==> src/core/irq_consolidator_map.vh <==
// Register offsets, widths and reset values of the interrupt consolidator
`ifndef IRQ_CONSOLIDATOR_MAP_VH
`define IRQ_CONSOLIDATOR_MAP_VH
`define MOD_ERR_RECOVERY_STATUS_OFS 12'hA78
`define MOD_ERR_RECOVERY_CLEAR_OFS 12'hA7C
`define UPPER_ERR_RECOVERY_STATUS_OFS 12'hA80
`define UPPER_ERR_RECOVERY_CLEAR_OFS 12'hA84
`define MOD_CRITICAL_STATUS_OFS 12'hA88
`define MOD_CRITICAL_CLEAR_OFS 12'hA8C
`define UPPER_CRITICAL_STATUS_OFS 12'hA90
`define UPPER_CRITICAL_CLEAR_OFS 12'hA94
`define IRQ_STATUS_OFS 12'hA98
`define IRQ_MASK_OFS 12'hA9C
`define MOD_COUNT 6
`define UPPER_COUNT 32
`define STATUS_RESET 32'h0000_0000
`define MASK_RESET 4'h0
`define RESP_OKAY 2'h0
`define RESP_SLVERR 2'h2
`endif

==> src/core/edge_sticky_bank.v <==
// Bank of edge-triggered sticky flags with write-one-to-clear
`timescale 1ns/1ps
module edge_sticky_bank #(
  parameter WIDTH = 32
) (
  // Clock and reset
  input wire clk_sys,
  input wire rst,
  input wire ce,
  // Sources and clear strobe
  input wire [WIDTH-1:0] irq_in,
  input wire clr_stb,
  input wire [WIDTH-1:0] clr_bits,
  // Flags
  output wire [WIDTH-1:0] flags
);
  reg [WIDTH-1:0] prev_r;
  reg [WIDTH-1:0] flag_r;
  genvar i;
  generate
    for (i = 0; i < WIDTH; i = i + 1) begin : g_bit
      always @(posedge clk_sys or posedge rst) begin
        if (rst) begin
          prev_r[i] <= 1'b0;
          flag_r[i] <= 1'b0;
        end else if (ce) begin
          prev_r[i] <= irq_in[i];
          if (irq_in[i] && !prev_r[i]) begin
            flag_r[i] <= 1'b1;
          end else if (clr_stb && clr_bits[i]) begin
            flag_r[i] <= 1'b0;
          end
        end
      end
    end
  endgenerate
  assign flags = flag_r;
endmodule

==> src/core/tbu_ras_irq_consolidator.v <==
// Translation-unit error interrupt consolidator with AXI4-Lite registers
// What this block does
// - Each status bit is set on a rising edge of its unit interrupt and holds until software clears it.
// - Writing ones to the module error-recovery clear register clears those status bits.
// - Writing ones to the module critical-error clear register clears those status bits.
// - Writing ones to the upper error-recovery clear register clears those status bits.
// - Writing ones to the upper critical-error clear register clears those status bits.
// - The module critical status holds flags in bits 5..0 while bits 31..6 read zero and ignore writes.
// - Bit n of the module critical status follows the critical interrupt of module n.
// - Bit k of the upper error-recovery status follows the error-recovery interrupt of unit 32+k.
// - Bit k of the upper critical status follows the critical interrupt of unit 32+k.
// - The upper status registers exist only when the system has more than 32 units.
// - Every status register is read-only and resets to zero.
// - A module error-recovery status register captures the six modules' error-recovery interrupts.
//
// Local design decision: the AXI4-Lite slave port.
`timescale 1ns/1ps
`include "irq_consolidator_map.vh"
module tbu_ras_irq_consolidator #(
  parameter UNIT_COUNT = 64
) (
  // Clock, reset, enable
  input wire clk_sys,
  input wire rst,
  input wire ce,
  // Unit interrupt sources
  input wire [`MOD_COUNT-1:0] mod_err_recovery_irq,
  input wire [`MOD_COUNT-1:0] mod_critical_error_irq,
  input wire [`UPPER_COUNT-1:0] unit_err_recovery_irq,
  input wire [`UPPER_COUNT-1:0] unit_critical_error_irq,
  // AXI4-Lite write address
  input wire [11:0] s_axi_awaddr,
  input wire s_axi_awvalid,
  output wire s_axi_awready,
  // AXI4-Lite write data
  input wire [31:0] s_axi_wdata,
  input wire [3:0] s_axi_wstrb,
  input wire s_axi_wvalid,
  output wire s_axi_wready,
  // AXI4-Lite write response
  output wire [1:0] s_axi_bresp,
  output wire s_axi_bvalid,
  input wire s_axi_bready,
  // AXI4-Lite read address
  input wire [11:0] s_axi_araddr,
  input wire s_axi_arvalid,
  output wire s_axi_arready,
  // AXI4-Lite read data
  output wire [31:0] s_axi_rdata,
  output wire [1:0] s_axi_rresp,
  output wire s_axi_rvalid,
  input wire s_axi_rready,
  // Interrupt
  output wire irq
);
  localparam HAS_UPPER = (UNIT_COUNT > 32) ? 1'b1 : 1'b0;

  // Write channel holding
  reg aw_full_r;
  reg w_full_r;
  reg [11:0] aw_addr_r;
  reg [31:0] w_data_r;
  reg [3:0] w_strb_r;
  reg bvalid_r;
  reg [1:0] bresp_r;
  // Read channel
  reg rvalid_r;
  reg [31:0] rdata_r;
  reg [1:0] rresp_r;
  reg [3:0] irq_status_r;
  reg [3:0] irq_mask_r;

  wire wr_fire;
  wire rd_fire;
  wire [9:0] wr_word;
  wire [9:0] rd_word;
  wire clr_full_word;
  wire [31:0] clr_data;

  assign s_axi_awready = !aw_full_r && !bvalid_r;
  assign s_axi_wready = !w_full_r && !bvalid_r;
  assign wr_fire = aw_full_r && w_full_r && !bvalid_r;
  assign wr_word = aw_addr_r[11:2];
  assign s_axi_arready = !rvalid_r;
  assign rd_fire = s_axi_arvalid && !rvalid_r;
  assign rd_word = s_axi_araddr[11:2];
  assign s_axi_bvalid = bvalid_r;
  assign s_axi_bresp = bresp_r;
  assign s_axi_rvalid = rvalid_r;
  assign s_axi_rdata = rdata_r;
  assign s_axi_rresp = rresp_r;
  // Byte lanes gate which clear bits take effect
  assign clr_data = w_data_r & {{8{w_strb_r[3]}}, {8{w_strb_r[2]}}, {8{w_strb_r[1]}}, {8{w_strb_r[0]}}};
  assign clr_full_word = 1'b1;

  // Clear strobes, one per bank
  wire clr_mod_er;
  wire clr_upper_er;
  wire clr_mod_cr;
  wire clr_upper_cr;
  assign clr_mod_er = wr_fire && clr_full_word && (wr_word == `MOD_ERR_RECOVERY_CLEAR_OFS >> 2);
  assign clr_upper_er = wr_fire && HAS_UPPER && (wr_word == `UPPER_ERR_RECOVERY_CLEAR_OFS >> 2);
  assign clr_mod_cr = wr_fire && (wr_word == `MOD_CRITICAL_CLEAR_OFS >> 2);
  assign clr_upper_cr = wr_fire && HAS_UPPER && (wr_word == `UPPER_CRITICAL_CLEAR_OFS >> 2);

  wire [`MOD_COUNT-1:0] mod_er_flags;
  wire [`MOD_COUNT-1:0] mod_cr_flags;
  wire [`UPPER_COUNT-1:0] upper_er_flags;
  wire [`UPPER_COUNT-1:0] upper_cr_flags;
  wire [`UPPER_COUNT-1:0] upper_er_src;
  wire [`UPPER_COUNT-1:0] upper_cr_src;
  assign upper_er_src = HAS_UPPER ? unit_err_recovery_irq : {`UPPER_COUNT{1'b0}};
  assign upper_cr_src = HAS_UPPER ? unit_critical_error_irq : {`UPPER_COUNT{1'b0}};

  edge_sticky_bank #(.WIDTH(`MOD_COUNT)) u_mod_er (
    .clk_sys(clk_sys),
    .rst(rst),
    .ce(ce),
    .irq_in(mod_err_recovery_irq),
    .clr_stb(clr_mod_er),
    .clr_bits(clr_data[`MOD_COUNT-1:0]),
    .flags(mod_er_flags)
  );
  edge_sticky_bank #(.WIDTH(`MOD_COUNT)) u_mod_cr (
    .clk_sys(clk_sys),
    .rst(rst),
    .ce(ce),
    .irq_in(mod_critical_error_irq),
    .clr_stb(clr_mod_cr),
    .clr_bits(clr_data[`MOD_COUNT-1:0]),
    .flags(mod_cr_flags)
  );
  edge_sticky_bank #(.WIDTH(`UPPER_COUNT)) u_upper_er (
    .clk_sys(clk_sys),
    .rst(rst),
    .ce(ce),
    .irq_in(upper_er_src),
    .clr_stb(clr_upper_er),
    .clr_bits(clr_data),
    .flags(upper_er_flags)
  );
  edge_sticky_bank #(.WIDTH(`UPPER_COUNT)) u_upper_cr (
    .clk_sys(clk_sys),
    .rst(rst),
    .ce(ce),
    .irq_in(upper_cr_src),
    .clr_stb(clr_upper_cr),
    .clr_bits(clr_data),
    .flags(upper_cr_flags)
  );

  // Bank summary events, one per bank
  wire [3:0] bank_any;
  reg [3:0] bank_prev_r;
  wire [3:0] bank_event;
  assign bank_any = {|upper_cr_flags, |mod_cr_flags, |upper_er_flags, |mod_er_flags};
  assign bank_event = bank_any & ~bank_prev_r;
  assign irq = |(irq_status_r & irq_mask_r);

  // Read mux
  reg [31:0] rd_val;
  reg rd_hit;
  always @* begin
    rd_val = 32'h0000_0000;
    rd_hit = 1'b1;
    case (rd_word)
      `MOD_ERR_RECOVERY_STATUS_OFS >> 2: rd_val = {26'h0, mod_er_flags};
      `MOD_CRITICAL_STATUS_OFS >> 2: rd_val = {26'h0, mod_cr_flags};
      `UPPER_ERR_RECOVERY_STATUS_OFS >> 2: rd_val = HAS_UPPER ? upper_er_flags : 32'h0000_0000;
      `UPPER_CRITICAL_STATUS_OFS >> 2: rd_val = HAS_UPPER ? upper_cr_flags : 32'h0000_0000;
      `MOD_ERR_RECOVERY_CLEAR_OFS >> 2: rd_val = 32'h0000_0000;
      `UPPER_ERR_RECOVERY_CLEAR_OFS >> 2: rd_val = 32'h0000_0000;
      `MOD_CRITICAL_CLEAR_OFS >> 2: rd_val = 32'h0000_0000;
      `UPPER_CRITICAL_CLEAR_OFS >> 2: rd_val = 32'h0000_0000;
      `IRQ_STATUS_OFS >> 2: rd_val = {28'h0, irq_status_r};
      `IRQ_MASK_OFS >> 2: rd_val = {28'h0, irq_mask_r};
      default: rd_hit = 1'b0;
    endcase
  end

  wire wr_hit;
  assign wr_hit = (wr_word == `MOD_ERR_RECOVERY_CLEAR_OFS >> 2) || (wr_word == `UPPER_ERR_RECOVERY_CLEAR_OFS >> 2) ||
    (wr_word == `MOD_CRITICAL_CLEAR_OFS >> 2) || (wr_word == `UPPER_CRITICAL_CLEAR_OFS >> 2) ||
    (wr_word == `IRQ_MASK_OFS >> 2) || (wr_word == `MOD_ERR_RECOVERY_STATUS_OFS >> 2) ||
    (wr_word == `UPPER_ERR_RECOVERY_STATUS_OFS >> 2) || (wr_word == `MOD_CRITICAL_STATUS_OFS >> 2) ||
    (wr_word == `UPPER_CRITICAL_STATUS_OFS >> 2) || (wr_word == `IRQ_STATUS_OFS >> 2);

  always @(posedge clk_sys or posedge rst) begin
    if (rst) begin
      aw_full_r <= 1'b0;
      w_full_r <= 1'b0;
      aw_addr_r <= 12'h000;
      w_data_r <= 32'h0000_0000;
      w_strb_r <= 4'h0;
      bvalid_r <= 1'b0;
      bresp_r <= `RESP_OKAY;
      rvalid_r <= 1'b0;
      rdata_r <= 32'h0000_0000;
      rresp_r <= `RESP_OKAY;
      irq_status_r <= `MASK_RESET;
      irq_mask_r <= `MASK_RESET;
      bank_prev_r <= 4'h0;
    end else if (ce) begin
      if (s_axi_awvalid && s_axi_awready) begin
        aw_full_r <= 1'b1;
        aw_addr_r <= s_axi_awaddr;
      end
      if (s_axi_wvalid && s_axi_wready) begin
        w_full_r <= 1'b1;
        w_data_r <= s_axi_wdata;
        w_strb_r <= s_axi_wstrb;
      end
      if (wr_fire) begin
        aw_full_r <= 1'b0;
        w_full_r <= 1'b0;
        bvalid_r <= 1'b1;
        // Unmapped writes answer slave error
        bresp_r <= wr_hit ? `RESP_OKAY : `RESP_SLVERR;
        if (wr_word == `IRQ_MASK_OFS >> 2) begin
          irq_mask_r <= clr_data[3:0];
        end
      end else if (bvalid_r && s_axi_bready) begin
        bvalid_r <= 1'b0;
      end
      if (rd_fire) begin
        rvalid_r <= 1'b1;
        rdata_r <= rd_val;
        rresp_r <= rd_hit ? `RESP_OKAY : `RESP_SLVERR;
      end else if (rvalid_r && s_axi_rready) begin
        rvalid_r <= 1'b0;
      end
      bank_prev_r <= bank_any;
      // New event wins over read-to-clear
      if (rd_fire && rd_word == (`IRQ_STATUS_OFS >> 2)) begin
        irq_status_r <= bank_event;
      end else begin
        irq_status_r <= irq_status_r | bank_event;
      end
    end
  end
endmodule

==> config.mk <==
export PLATFORM = sky130hd
export DESIGN_NAME = tbu_ras_irq_consolidator
export DESIGN_NICKNAME = d
export VERILOG_FILES = /design/src/core/edge_sticky_bank.v /design/src/core/tbu_ras_irq_consolidator.v
export VERILOG_INCLUDE_DIRS = /design/src /design/src/core
export SDC_FILE = /design/constraint.sdc
export NUM_CORES = 1
export LEC_CHECK = 0
export ABC_AREA = 1
export BUFFER_PORTS_ARGS = -buffer_cell sky130_fd_sc_hd__buf_2
export CORE_ASPECT_RATIO = 1.2
export CORE_UTILIZATION = 51
export CTS_BUF_LIST = sky130_fd_sc_hd__clkbuf_4
export CTS_CLUSTER_DIAMETER = 40
export DETAILED_ROUTE_END_ITERATION = 16
export PLACE_DENSITY = 0.71
export SYNTH_ARGS = -nofsm -noshare
export SYNTH_HDL_FRONTEND = slang
export SYNTH_HIERARCHICAL = 1
export SYNTH_SLANG_ARGS = --single-unit
==> constraint.sdc <==
create_clock -name clk_sys -period 5 [get_ports clk_sys]
set_input_delay 0.75 -clock clk_sys [delete_from_list [all_inputs] [get_ports clk_sys]]
set_output_delay 0.75 -clock clk_sys [all_outputs]
set_load 0.005 [all_outputs]
==> summary.md <==
| Metric | Value |
|---|---|
| Worst-Skew Late Latency | 660 ps |
| Slew Limit Fails | 0 |
| Gr usage total | 27.1% |
| Total design power | 5.01 mW |
| R2r setup slk | 2770 ps |
| Leak Pwr | 7.52 nW |
| Port bufs | 179 |
| Max-cap violations | 0 |
| FF-to-FF Start | s_axi_bvalid |
| Commonest non-fill, non-tap cells in the layout | nand2_1, dfrtp_1, nand3_1, inv_1, buf_2 |
| Routed WL per cell | 15.5 um |
| Hold Fails Final Rpt | 0 |
| Worst Skew | 40.9 ps |
| Post-Synthesis Cells | 1460 |
| Tcrit/Tclk final | 52.2% |
| Power Density | 375 nW/um2 |
| # hold bufs at CTS | 0 |
| FMAX | 0.383 GHz |
| Share of post-route cells with drive strength above 1 | 18.9% |
| Post-CTS setup buffer count | 0 |
| Clock-pin slew on the worst setup and hold paths | 60 ps |
| Yosys reg bits | 248 |
| Post-DP Area | 12500 um2 |
| CP required | 5580 ps |
| GP Congestion | 0.878 |
| Die width | 140 um |
| Core box area | 22400 um2 |
| Peak supply drop | 201 uV |
| Initial drt markers | 680 |
| First-pass GRT wire length | 48.5 mm |
| DRT Wirelength | 30.6 mm |
| Share of the synthesized area in the top cell type | 53.6% |
| Vias | 10000 |
| Initial antenna violation count | 2 |
| CP startpoint kind | primary input |
| Crit path max fanout | 153 |
| Area leader, netlist | dfrtp_1 |
| Post-CTS sizing | 0 |
| Synth warnings | 6 |
| Setup tns final | 0 ps |
| Hold_ws | 182 ps |
| H-tree depth | 3 |
| DRC | 0 |
| Syn_area_per_cell | 7.93 um2 |
| CTS root buf | clkbuf_4 |
| Final HPWL DP | 21.7 mm |
| 1st-pass router iterations | 7 |
| # nets final | 1793 |
| Crit path DAT | 3180 ps |
| Cell variety after synth | 29 |
| Unrepaired setup endpoints after global routing | no |
| Mapped cell area | 11600 um2 |
| Class of the most critical hold timing path | in2async |
| Vias in the first global route | 9849 |
| Multi-input combinational cell area | 4280 um2 |
| Clock sink count | 248 |
| Slew headroom | 23.8% |
| I/O pin cnt | 186 |
| Area Growth Syn to Fin | 15.5% |
| Reg2reg path depth | 5 |
| Initial Util | 51.7% |
| TritonCTS clock tree | done |
| CTS Buffer Depth | 3 |
| Die height | 167 um |
| Status | finished, final reports clean |
| Rows | 60 |
| CTS buffer count | 66 |
| Setup violations, final | 0 |
| Tmin final | 2610 ps |
| Routed vias/inst | 5.09 |
| Global route total overflow | 0 |
| Final instance area | 13400 um2 |
| Type of the worst setup path | in2reg |
| Top area cells in the synthesized netlist | dfrtp_1, nand2_1, nand3_1 |
| Crit Reg-Reg Endpoint | w_data_r[10] |
| Critical path endpoint category | flip-flop |
| Worst Tran Pin Value | 1130 ps |
| Reg area | 6210 um2 |
| Die Area | 23300 um2 |
| Commonest non-fill, non-tap cell in the layout | nand2_1 |
| FILL cells | 2098 |
| Seq/Total Area, Yosys | 53.6% |
| Largest net degree at the start of global routing | 154 |
| Antenna Violating Nets Remaining | 0 |
==> synth_stat cells <==
cell type / n
o31ai_1: 2
nor2_2: 3
buf_4: 11
nor2_4: 2
nor4_1: 6
o22ai_1: 4
nand2_1: 544
nand4_1: 24
nand3_2: 1
or2_2: 1
a21oi_1: 1
nand3_4: 1
inv_2: 3
buf_2: 38
nor2_1: 37
clkinv_1: 1
dfrtp_1: 248
buf_6: 8
or2_4: 1
nand2_2: 4
o21ai_0: 96
nor3_1: 6
nor2_8: 2
o21ai_1: 12
nand3_1: 201
o22ai_2: 10
inv_1: 182
conb_1: 1
clkbuf_1: 10
==> cell families (layout without fill, tap and decap cells) <==
family / Yosys count / in the layout / share of synthesized area (%)
compound gates: 125 / 125 / 6.14
simple gates: 833 / 833 / 30.7
buf+inv: 253 / 487 / 9.49
flops: 248 / 248 / 53.6
other cells: 1 / 4 / 0.0324
==> worst max-delay path by stage <==
stage / slack, ps / endpoint / startpoint / cells past startpoint
floorplan: 1740 / aw_addr_r[10] / rst / 1
global placement: 1730 / w_full_r / ce / 5
detailed placement: 1700 / w_full_r / ce / 5
CTS: 2390 / w_full_r / ce / 5
global route: 2010 / w_full_r / ce / 5
finish: 2390 / w_data_r[10] / ce / 5
==> critical path: stages <==
cell      delay (ps)
clkbuf_8         620
nand3_2          790
inv_2            750
nand2_1          130
nand2_1           90
==> layout make-up <==
type / instances / share of cell area [%]
sequential: 248 / 46.4
multi-input combinational: 960 / 32.0
timing repair buffer: 187 / 7.22
clock buffer: 95 / 5.33
inverter: 186 / 5.24
tap: 279 / 2.61
clock inverter: 19 / 1.15
antenna: 2 / 0.0374
==> layer usage <==
metal | share of wire (%) | wire length [um] | track usage (%) | vias up
li1 | - | - | - | 5002
met1 | 38 | 11600 | 29.3 | 4698
met2 | 54 | 16400 | 50.2 | 272
met3 | 4.4 | 1360 | 5.18 | 76
met4 | 4.0 | 1230 | 13.9 | 0
met5 | 0 | 0 | 0 | -
==> through the flow <==
step | setup WS (ps) | util [%] | cells
finish | 2390 | 59.8 | 1976
global route | 2010 | 59.8 | 1976
CTS | 2390 | 59.7 | 1974
detailed placement | 1700 | 55.9 | 1860
global placement | 1730 | 55.9 | 1860
floorplan | 1740 | - | 1461
==> report_power, final <==
part	leakage (nW)	switching, mW	total [mW]	internal (mW)
Clock	0.506	0.818	1.85	1.03
Combinational	4.20	0.513	0.750	0.237
Sequential	2.81	0.158	2.42	2.26
Total	7.52	1.49	5.01	3.52
==> flip-flops by register name, indices dropped and copies added (netlist names) <==
name               count
aw_addr_r             10
aw_full_r              1
bank_prev_r            4
irq_mask_r             4
irq_status_r           4
s_axi_bresp            1
s_axi_bvalid           1
s_axi_rdata           32
s_axi_rresp            1
s_axi_rvalid           1
u_mod_cr/flags         6
u_mod_cr/prev_r        6
u_mod_er/flags         6
u_mod_er/prev_r        6
u_upper_cr/flags      32
u_upper_cr/prev_r     32
u_upper_er/flags      32
u_upper_er/prev_r     32
w_data_r              32
w_full_r               1
w_strb_r               4
(Power assumes the default switching activity.)
